[src/logic/eam_consts.svh]
`ifndef EAM_CONSTS_SVH
`define EAM_CONSTS_SVH

// Register addresses
`define EAM_MEAS_ADDR    16'hE700
`define EAM_ACCM_ADDR    16'hE701
`define EAM_STS_ADDR     16'hE710
`define EAM_MASK_ADDR    16'hE711

// Register widths and reset values
`define EAM_AW           16
`define EAM_DW           16
`define EAM_MEAS_W       5
`define EAM_ACCM_W       4
`define EAM_MEAS_RST     5'h1C
`define EAM_ACCM_RST     4'h0
`define EAM_STS_RST      16'h0000
`define EAM_MASK_RST     16'h0000

// Field positions
`define EAM_REV_ACT_SEL  0
`define EAM_REV_REA_SEL  1
`define EAM_PEAK_LSB     2
`define EAM_ACT_FLD_LSB  0
`define EAM_REA_FLD_LSB  2
`define EAM_REVA_LSB     6
`define EAM_REVR_LSB     10
`define EAM_STS_VALID    16'h1DC0

`endif

[src/logic/eam_pkg.sv]
package eam_pkg;

   // Active accumulation field codes
   typedef enum logic [1:0] {
      EAM_ACT_SIGNED  = 2'h0,
      EAM_ACT_POSONLY = 2'h1,
      EAM_ACT_RSV     = 2'h2,
      EAM_ACT_ABS     = 2'h3
   } eam_act_e;

   // Reactive accumulation field codes
   typedef enum logic [1:0] {
      EAM_REA_SIGNED  = 2'h0,
      EAM_REA_RSV     = 2'h1,
      EAM_REA_BYACT   = 2'h2,
      EAM_REA_ABS     = 2'h3
   } eam_rea_e;

endpackage

[src/logic/eam_top.sv]
// Local design decision: the address-and-strobe port.
`timescale 1ns/10ps
`include "eam_consts.svh"
module eam_top
   import eam_pkg::*;
#(
   parameter int PW = 32
) (
   input  wire logic                   clk_in,
   input  wire logic                   rst_in,
   input  wire logic                   ce_in,
   input  wire logic [`EAM_AW-1:0]     addr_in,
   input  wire logic [`EAM_DW-1:0]     wr_data_in,
   input  wire logic                   wr_en_in,
   input  wire logic                   rd_en_in,
   output logic      [`EAM_DW-1:0]     rd_data_out,
   input  wire logic                   pwr_valid_in,
   input  wire logic [2:0][PW-1:0]     act_tot_in,
   input  wire logic [2:0][PW-1:0]     act_fund_in,
   input  wire logic [2:0][PW-1:0]     rea_tot_in,
   input  wire logic [2:0][PW-1:0]     rea_fund_in,
   input  wire logic [2:0][PW-1:0]     v_mag_in,
   input  wire logic [2:0][PW-1:0]     i_mag_in,
   output logic      [2:0][PW-1:0]     act_tot_reg_out,
   output logic      [2:0][PW-1:0]     act_fund_reg_out,
   output logic      [2:0][PW-1:0]     act_tot_cf_out,
   output logic      [2:0][PW-1:0]     act_fund_cf_out,
   output logic      [2:0][PW-1:0]     rea_tot_out,
   output logic      [2:0][PW-1:0]     rea_fund_out,
   output logic                        acc_valid_out,
   output logic      [PW-1:0]          peak_v_out,
   output logic      [PW-1:0]          peak_i_out,
   output logic      [2:0]             peak_include_out,
   output logic                        irq_out
);

   logic [`EAM_MEAS_W-1:0]  meas_q;
   logic [`EAM_ACCM_W-1:0]  accm_q;
   logic [`EAM_DW-1:0]      sts_q;
   logic [`EAM_DW-1:0]      mask_q;
   logic [`EAM_DW-1:0]      sts_set;
   logic [`EAM_DW-1:0]      sts_clr;
   logic [`EAM_DW-1:0]      rd_mux;
   logic [`EAM_DW-1:0]      rd_data_q;
   logic [2:0]              act_ev;
   logic [2:0]              rea_ev;
   logic [PW-1:0]           peak_v_d;
   logic [PW-1:0]           peak_i_d;
   logic [PW-1:0]           peak_v_q;
   logic [PW-1:0]           peak_i_q;
   logic                    acc_valid_q;
   logic                    smp;
   logic                    rev_act_sel;
   logic                    rev_rea_sel;
   logic [2:0]              peak_incl;
   eam_act_e                act_mode;
   eam_rea_e                rea_mode;

   // Field decode
   assign smp         = ce_in & pwr_valid_in;
   assign rev_act_sel = meas_q[`EAM_REV_ACT_SEL];
   assign rev_rea_sel = meas_q[`EAM_REV_REA_SEL];
   assign peak_incl   = meas_q[`EAM_PEAK_LSB +: 3];
   assign act_mode    = eam_act_e'(accm_q[`EAM_ACT_FLD_LSB +: 2]);
   assign rea_mode    = eam_rea_e'(accm_q[`EAM_REA_FLD_LSB +: 2]);

   // Magnitude of a two's complement value
   function automatic logic [PW-1:0] f_abs(input logic [PW-1:0] v);
      return v[PW-1] ? -v : v;
   endfunction

   // Active energy register term
   function automatic logic [PW-1:0] f_act_reg(input logic [PW-1:0] v, input eam_act_e m);
      case (m)
         EAM_ACT_POSONLY: return (!v[PW-1]) ? v : '0;
         EAM_ACT_ABS:     return f_abs(v);
         default:         return v;
      endcase
   endfunction

   // Active pulse term
   function automatic logic [PW-1:0] f_act_cf(input logic [PW-1:0] v, input eam_act_e m);
      case (m)
         EAM_ACT_ABS: return f_abs(v);
         default:     return v;
      endcase
   endfunction

   // Reactive term, shared by registers and pulses
   function automatic logic [PW-1:0] f_rea(input logic [PW-1:0] q, input logic [PW-1:0] a,
                                           input eam_rea_e m);
      case (m)
         EAM_REA_BYACT: return a[PW-1] ? -q : q;
         EAM_REA_ABS:   return f_abs(q);
         default:       return q;
      endcase
   endfunction

   // Per-phase accumulation terms and reverse sign tracking
   for (genvar p = 0; p < 3; p++) begin : g_ph
      logic [PW-1:0] atr_q;
      logic [PW-1:0] afr_q;
      logic [PW-1:0] atc_q;
      logic [PW-1:0] afc_q;
      logic [PW-1:0] rt_q;
      logic [PW-1:0] rf_q;
      logic          an_q;
      logic          rn_q;
      logic          a_neg;
      logic          r_neg;

      // Selected power sign for the reverse flags
      assign a_neg = rev_act_sel ? act_fund_in[p][PW-1] : act_tot_in[p][PW-1];
      assign r_neg = rev_rea_sel ? rea_fund_in[p][PW-1] : rea_tot_in[p][PW-1];
      assign act_ev[p] = smp & (a_neg != an_q);
      assign rea_ev[p] = smp & (r_neg != rn_q);

      // Accumulation terms
      always_ff @(posedge clk_in) begin
         if (rst_in) begin
            atr_q <= '0;
            afr_q <= '0;
            atc_q <= '0;
            afc_q <= '0;
            rt_q  <= '0;
            rf_q  <= '0;
         end else if (smp) begin
            atr_q <= f_act_reg(act_tot_in[p], act_mode);
            afr_q <= f_act_reg(act_fund_in[p], act_mode);
            atc_q <= f_act_cf(act_tot_in[p], act_mode);
            afc_q <= f_act_cf(act_fund_in[p], act_mode);
            rt_q  <= f_rea(rea_tot_in[p], act_tot_in[p], rea_mode);
            rf_q  <= f_rea(rea_fund_in[p], act_fund_in[p], rea_mode);
         end
      end

      // Last seen signs
      always_ff @(posedge clk_in) begin
         if (rst_in) begin
            an_q <= 1'b0;
            rn_q <= 1'b0;
         end else if (smp) begin
            an_q <= a_neg;
            rn_q <= r_neg;
         end
      end

      assign act_tot_reg_out[p]  = atr_q;
      assign act_fund_reg_out[p] = afr_q;
      assign act_tot_cf_out[p]   = atc_q;
      assign act_fund_cf_out[p]  = afc_q;
      assign rea_tot_out[p]      = rt_q;
      assign rea_fund_out[p]     = rf_q;
   end

   // Peak over included phases
   always_comb begin
      peak_v_d = '0;
      peak_i_d = '0;
      for (int k = 0; k < 3; k++) begin
         if (peak_incl[k] && v_mag_in[k] > peak_v_d) begin
            peak_v_d = v_mag_in[k];
         end
         if (peak_incl[k] && i_mag_in[k] > peak_i_d) begin
            peak_i_d = i_mag_in[k];
         end
      end
   end

   // Peak and valid outputs
   always_ff @(posedge clk_in) begin
      if (rst_in) begin
         peak_v_q    <= '0;
         peak_i_q    <= '0;
         acc_valid_q <= 1'b0;
      end else if (ce_in) begin
         acc_valid_q <= pwr_valid_in;
         if (pwr_valid_in) begin
            peak_v_q <= peak_v_d;
            peak_i_q <= peak_i_d;
         end
      end
   end

   // Configuration registers
   always_ff @(posedge clk_in) begin
      if (rst_in) begin
         meas_q  <= `EAM_MEAS_RST;
         accm_q  <= `EAM_ACCM_RST;
         mask_q  <= `EAM_MASK_RST;
      end else if (ce_in && wr_en_in) begin
         if (addr_in == `EAM_MEAS_ADDR) begin
            meas_q <= wr_data_in[`EAM_MEAS_W-1:0];
         end
         if (addr_in == `EAM_ACCM_ADDR) begin
            accm_q <= wr_data_in[`EAM_ACCM_W-1:0];
         end
         if (addr_in == `EAM_MASK_ADDR) begin
            mask_q <= wr_data_in & `EAM_STS_VALID;
         end
      end
   end

   // Sticky status, set wins over write-one-clear
   assign sts_set = (16'(act_ev) << `EAM_REVA_LSB) | (16'(rea_ev) << `EAM_REVR_LSB);
   assign sts_clr = (wr_en_in && addr_in == `EAM_STS_ADDR) ? wr_data_in : '0;

   always_ff @(posedge clk_in) begin
      if (rst_in) begin
         sts_q <= `EAM_STS_RST;
      end else if (ce_in) begin
         sts_q <= ((sts_q & ~sts_clr) | sts_set) & `EAM_STS_VALID;
      end
   end

   // Read mux, reserved bits read zero
   always_comb begin
      case (addr_in)
         `EAM_MEAS_ADDR:  rd_mux = 16'(meas_q);
         `EAM_ACCM_ADDR:  rd_mux = 16'(accm_q);
         `EAM_STS_ADDR:   rd_mux = sts_q;
         `EAM_MASK_ADDR:  rd_mux = mask_q;
         default:         rd_mux = 16'h0000;
      endcase
   end

   // Read data for one cycle after the strobe
   always_ff @(posedge clk_in) begin
      if (rst_in) begin
         rd_data_q <= 16'h0000;
      end else if (ce_in) begin
         rd_data_q <= rd_en_in ? rd_mux : 16'h0000;
      end
   end

   assign rd_data_out      = rd_data_q;
   assign acc_valid_out    = acc_valid_q;
   assign peak_v_out       = peak_v_q;
   assign peak_i_out       = peak_i_q;
   assign peak_include_out = peak_incl;
   assign irq_out          = |(sts_q & mask_q);
endmodule

[config.mk]
export PLATFORM = sky130hd
export DESIGN_NAME = eam_top
export DESIGN_NICKNAME = d
export VERILOG_FILES = /design/src/logic/eam_pkg.sv /design/src/logic/eam_top.sv
export VERILOG_INCLUDE_DIRS = /design/src /design/src/logic
export SDC_FILE = /design/constraint.sdc
export NUM_CORES = 2
export LEC_CHECK = 0
export BUFFER_PORTS_ARGS = -buffer_cell sky130_fd_sc_hd__buf_2
export CAP_MARGIN = 5
export CORE_AREA = 5 5 488 490
export CTS_BUF_LIST = sky130_fd_sc_hd__clkbuf_8 sky130_fd_sc_hd__clkbuf_16
export DETAILED_ROUTE_END_ITERATION = 8
export DIE_AREA = 0 0 493 495
export GPL_TIMING_DRIVEN = 0
export PLACE_DENSITY = 0.41
export SYNTH_ARGS = -nofsm -noshare
export SYNTH_HDL_FRONTEND = slang
export SYNTH_SLANG_ARGS = --single-unit
export TNS_END_PERCENT = 30
[constraint.sdc]
create_clock -name clk_in -period 4.9 [get_ports clk_in]
set_clock_uncertainty 0.2 [all_clocks]
set_input_delay 0.245 -clock clk_in [delete_from_list [all_inputs] [get_ports clk_in]]
set_output_delay 0.245 -clock clk_in [all_outputs]
set_load 0.05 [all_outputs]
======== Word-level counts from Yosys, hierarchy flattened ========
Index checks and enable logic that the tools add are counted.
operators by class
  reductions and logical operators ........ 13
  equality and inequality tests ........... 14
  bitwise operators ....................... 12
  muxes and demuxes ....................... 57
  $add $sub $neg .......................... 12
  order comparisons ....................... 6
operators with widths
  cell                    count
  $mux W32                30
  $pmux W32 S2            12
  $neg A32 Y32            12
  $mux W31                6
  $gt A32 B32 Y1          4
  $eq A16 B16 Y1 const B  4
  $gt A32 B1 Y1 const B   2
  $pmux W13 S4            1
  $and A13 B13 Y13        2
  $mux W16                1
  $reduce_or A16 Y1       1
  $mux W13                1
  $not A13 Y13            1
  $or A13 B13 Y13         1
  $or A9 B13 Y13          1
  $logic_and A1 B1 Y1     8
  $reduce_and A2 Y1       4
  $and A1 B1 Y1           7
  $eq A2 B2 Y1 const B    3
  $mux W1                 6
  $ne A1 B1 Y1            6
  $eq A2 B1 Y1 const B    1
storage, ports and cells
  bits in registers ....................... 684
  input port bits ......................... 614
  output and inout port bits .............. 661
  logic and storage cells ................. 146

======== Logic depth before layout (Yosys ltp) ========
  depth in word-level cells ............... 9
  depth in mapped cells ................... 23
  mapped depth without buffers ............ 19

======== Worst setup path after synthesis ========
No wires, ideal clock.
  path type ............................... input to register
  start point ............................. in i_mag_in[25] (netlist name)
  end point ............................... reg peak_i_q[10], in the netlist peak_i_out[10]
  library setup time ...................... 125 ps
  arrival ................................. 5024 ps
  stages on the path ...................... 22
  required time ........................... 4575 ps
  buffers on the path ..................... 3
  path slack .............................. -449 ps
  cell sequence ........................... nor4_1 > nand4_1 > o21a_1 > clkbuf_1 > nand2_1 > ha_1 > a21oi_1 > nand2_1 > a221o_1 > o311a_1 > o211ai_1 > clkbuf_1 > mux2_2 > ha_1 > a21oi_1 > o21ai_0 > o21bai_1 > a2111oi_0 > o21ai_1 > clkbuf_1 > a31oi_1 > o21ai_0
on the way
  word-level cells in the longest chain between the ends .. 9
ends and longest elaborated chain
  element               line            text
  from (decl)           eam_top.sv:23   input wire logic [2:0][PW-1:0] i_mag_in,
  $gt A32 B1 Y1         eam_top.sv:164  if (peak_incl[k] && i_mag_in[k] > peak_i_d) begin
  $logic_and A1 B1 Y1   eam_top.sv:164
  $mux W32 *            eam_top.sv:164
  $gt A32 B32 Y1        eam_top.sv:164
  $logic_and A1 B1 Y1   eam_top.sv:164
  $mux W32 *            eam_top.sv:164
  $gt A32 B32 Y1        eam_top.sv:164
  $logic_and A1 B1 Y1   eam_top.sv:164
  $mux W32 *            eam_top.sv:164
  to (signal assigned)  eam_top.sv:180  peak_i_q <= peak_i_d;
  to (decl)             eam_top.sv:50   logic [PW-1:0] peak_i_q;
Mark *: on every way between the ends. The rest lies on a longest branch, timed or not.
A chain may end at the register's enable or synchronous reset.

======== Worst setup path after layout ========
  start point ............................. reg meas_q[2]
  end point ............................... reg peak_i_q[28], in the netlist peak_i_out[28]
on the way
  word-level cells in the longest chain between the ends .. 8
ends and longest elaborated chain
  element                 line            text
  from (decl)             eam_top.sv:37   logic [`EAM_MEAS_W-1:0] meas_q;
  from (signal assigned)  eam_top.sv:188  meas_q <= `EAM_MEAS_RST;
  from (signal assigned)  eam_top.sv:193  meas_q <= wr_data_in[`EAM_MEAS_W-1:0];
  $logic_and A1 B1 Y1 *   eam_top.sv:164
  $mux W32 *              eam_top.sv:164
  $gt A32 B32 Y1          eam_top.sv:164
  $logic_and A1 B1 Y1     eam_top.sv:164
  $mux W32 *              eam_top.sv:164
  $gt A32 B32 Y1          eam_top.sv:164
  $logic_and A1 B1 Y1     eam_top.sv:164
  $mux W32 *              eam_top.sv:164
Marked as above.

==> flow_summary_export.csv <==
group,metric,value,unit
cells_and_area,fin_area,64100,sq um
yosys,syn-cell-area,39900,sq um
critical_path,cp.arrival,5.59,ns
placement,postPlaceCellArea,50600,sq um
cells_and_area,final_common_cell,"buf_2",
clock_tree,clkLatencyLatePin,0.72,ns
placement,numPortBuffers,1229,
power,pwr_density_cell,296,nW/um^2
sta,rsz0062_at_grt,"yes",
cells_and_area,area_growth,60.8,%
clock_tree,htreeDepth,3,
global_routing,grt_pass1_vias,50258,
cells_and_area,post-route-util,0.274,
cells_and_area,drive_above_1_share,0.255,
sta,fmax,0.193,GHz
critical_path,required,5.30,ns
floorplanning,ios,1275,
floorplanning,start_util,0.171,
placement,dpl.cell_count,9359,
clock_tree,cts_root_buf,"clkbuf_16",
global_routing,grt_antenna_before_repair,116,
routing,drc,0,
clock_tree,cts_num_sinks,679,
yosys,synthTopCellsByArea,"dfxtp_1 34%, nor2_1 7.3%, a211oi_1 4.7%",
yosys,synth-simple-area-share,0.247,
yosys,async_flop_share,0,
yosys,netlist_instances,5049,
routing,vias,50574,
floorplanning,dieArea,244000,sq um
sta,setup_violations,64,
routing,avgRoutedWirePerCell,31.2,microns
yosys,synth_cell_types,79,
yosys,synth_top_flop_cell,"dfxtp_1",
yosys,yosys.area.top_type,"dfxtp_1",
placement,place_ws,-2.13,ns
routing,ant_nets,0,
critical_path,cp-start-kind,"register",
yosys,synth_top_family_by_area,"simple AND/OR/NAND/NOR gates",
power,vdd_drop_max,0.000262,V
yosys,synthXorXnorAreaFrac,0.0576,
global_routing,grt_use_total,0.254,
global_routing,grt.overflow.total,0,
cells_and_area,final_nets,8044,
routing,dr.pass1.iters,7,
job,cap_violations,0,
cells_and_area,fill_cells,25719,
cells_and_area,fin_cells,10485,
floorplanning,die_w,493,microns
clock_tree,clk_pin_slew,0.06,ns
clock_tree,clock_path_buffers,3,
run_status,violations,"negative setup slack",
yosys,muxShareOfSynthArea,0.0478,
cells_and_area,mostFrequentLayoutCells,"1241 x buf_2, 834 x dlygate4sd3_1, 778 x nor2_1",
sta,fin_crit_sh,1.06,
critical_path,path_class,"reg -> reg",
floorplanning,core_region_area,234000,sq um
yosys,synth-compound-area-share,0.211,
clock_tree,cts_tree,"yes",
placement,dp_hpwl,264000,microns
sta,slew_viol_final,0,
yosys,yosysSeqAreaShare,0.341,
power,p_leak,26.1,nW
yosys,yosysWarnings,0,
run_status,status,"finished, violations left",
floorplanning,die_h,495,microns
yosys,synth_edf_count,0,
placement,gp_congestion,0.948,
critical_path,r2r_slack,-0.29,ns
cells_and_area,seqCellArea,13600,sq um
yosys,synth_seq_cells,679,
sta,hold_viol_final,0,
yosys,netlist.area_leader.share,0.341,
routing,routed_via_density,4.82,
sta,worst_pin_slew,1.44,ns
critical_path,cp-end-kind,"register",
cells_and_area,multi_input_area,25400,sq um
routing,wl,327000,microns
sta,fin_crit,5.19,ns
global_routing,grt_pass1_wl,432000,microns
power,report.power.total,19.0,mW
yosys,synth_area_per_cell,7.89,sq um
global_routing,grt_max_degree,14,
sta,worst_slack,-0.289,ns
yosys,synthAdderAreaFrac,0.0458,
floorplanning,rows,178,
hold_path,hp-class,"in -> reg",
routing,dr.first_iter.drc_count,3560,
critical_path,cp_max_fo,7,
sta,slew_headroom,0.0402,
clock_tree,cts_buffers,94,
==> power by group <==
part / total, mW / switching [mW] / internal [mW]
clock network: 7.53 / 3.11 / 4.41
registers: 6.13 / 0.248 / 5.88
logic: 5.29 / 3.56 / 1.73
total: 19.0 / 6.92 / 12.0
==> per-stage QoR <==
stage,setup TNS (ns),hold slack [ns]
2_1_floorplan,-1.11,0.152
3_3_place_gp,-274.29,0.227
3_5_place_dp,-119.09,0.240
4_1_cts,-10.26,0.00751
5_1_grt,-25.75,0.0144
6_report,-15.28,0.0291
==> worst max-delay path, cell delays in order, from the launching register on <==
cell and delay [ns]:
dfxtp_4 0.40, buf_6 0.11, o21a_4 0.20, clkbuf_16 0.19
nand2_2 0.06, ha_1 0.29, nand4_1 0.24, nor4_4 0.24
buf_4 0.19, o311a_1 0.17, o211ai_1 0.13, buf_4 0.20
buf_6 0.12, clkbuf_16 0.15, mux2_4 0.33, ha_4 0.28
nand4_1 0.16, a2111o_1 0.44, o211a_1 0.15, o21a_4 0.22
o21ai_4 0.19, buf_12 0.17, buf_8 0.15, o21ai_1 0.07
==> timing repair <==
item | CTS | global route
hold buffers | 834 | 0
gates resized for setup | 159 | 95
hold endpoints to repair | 667 | 0
cloned | 12 | 1
pin swaps | 32 | 14
setup endpoints to repair | 64 | 70
buffers inserted | 34 | 9
==> state kept, by name, summed over array words and instances (netlist names), 11 cells and up <==
name	count
g_ph.rt_q	96
peak_v_out	32
g_ph.rf_q	96
g_ph.afr_q	96
peak_i_out	32
g_ph.atc_q	96
rd_data_out	11
g_ph.atr_q	96
g_ph.afc_q	96
==> metal layers <==
| layer | GRT usage | up-vias | part of all wire |
|---|---|---|---|
| met3 | 0.0596 | 587 | 0.071 |
| met2 | 0.438 | 2266 | 0.47 |
| li1 | - | 23003 | - |
| met4 | 0.128 | 16 | 0.062 |
| met1 | 0.294 | 24702 | 0.39 |
| met5 | 0 | - | 0.00030 |
==> final cells by class <==
| class | instances | area share |
|---|---|---|
| Multi-Input combinational cell | 3855 | 0.397 |
| Timing Repair Buffer | 2136 | 0.240 |
| Sequential cell | 679 | 0.212 |
| Tap cell | 3060 | 0.0597 |
| Clock buffer | 117 | 0.0420 |
| Buffer | 404 | 0.0302 |
| Clock inverter | 56 | 0.00947 |
| Inverter | 114 | 0.00671 |
| Antenna cell | 64 | 0.00250 |
==> worst paths after layout <==
kind / startpoint / to / cells past startpoint
setup / recovery: meas_q[2] / peak_i_out[28] / 23
hold / removal: rea_fund_in[30] / g_ph[0].rf_q[30] / 4
setup reg to reg: meas_q[2] / peak_i_out[28] / 23
hold reg to reg: g_ph[2].atc_q[25] / g_ph[2].atc_q[25] / 2
==> kinds of logic (layout without fill, tap and decap cells) <==
| family | Yosys count | count (layout) |
|---|---|---|
| xor+xnor | 262 | 262 |
| simple gates | 2050 | 2050 |
| mux | 172 | 172 |
| compound gates | 1220 | 1220 |
| flops | 679 | 679 |
| fa+ha+maj | 146 | 146 |
| other cells | 1 | 69 |
| buf+inv | 519 | 2827 |
==> Yosys cell counts (12+ instances only) <==
master and n:
ha_1 146, a21oi_1 182, a22oi_1 25, a211oi_1 251
and2_1 16, o41ai_1 24, and3_1 14, buf_1 25
nand2b_1 25, or2_2 17, or4_1 41, or3_1 124
xor2_1 166, nand2_1 406, nand3_1 39, o21ai_0 262
o31ai_1 51, dfxtp_1 679, nand3b_1 66, nor2_1 779
xnor2_1 96, nor3b_1 70, nor3_1 297, inv_1 114
nor4_1 56, mux2i_1 28, a221oi_1 125, mux2_2 142
nand4_1 45, clkbuf_1 367, o21a_1 16, o211ai_1 12
o221ai_1 31, a31oi_1 49, a311oi_1 96, a21o_1 45
(Power assumes the default switching activity.)
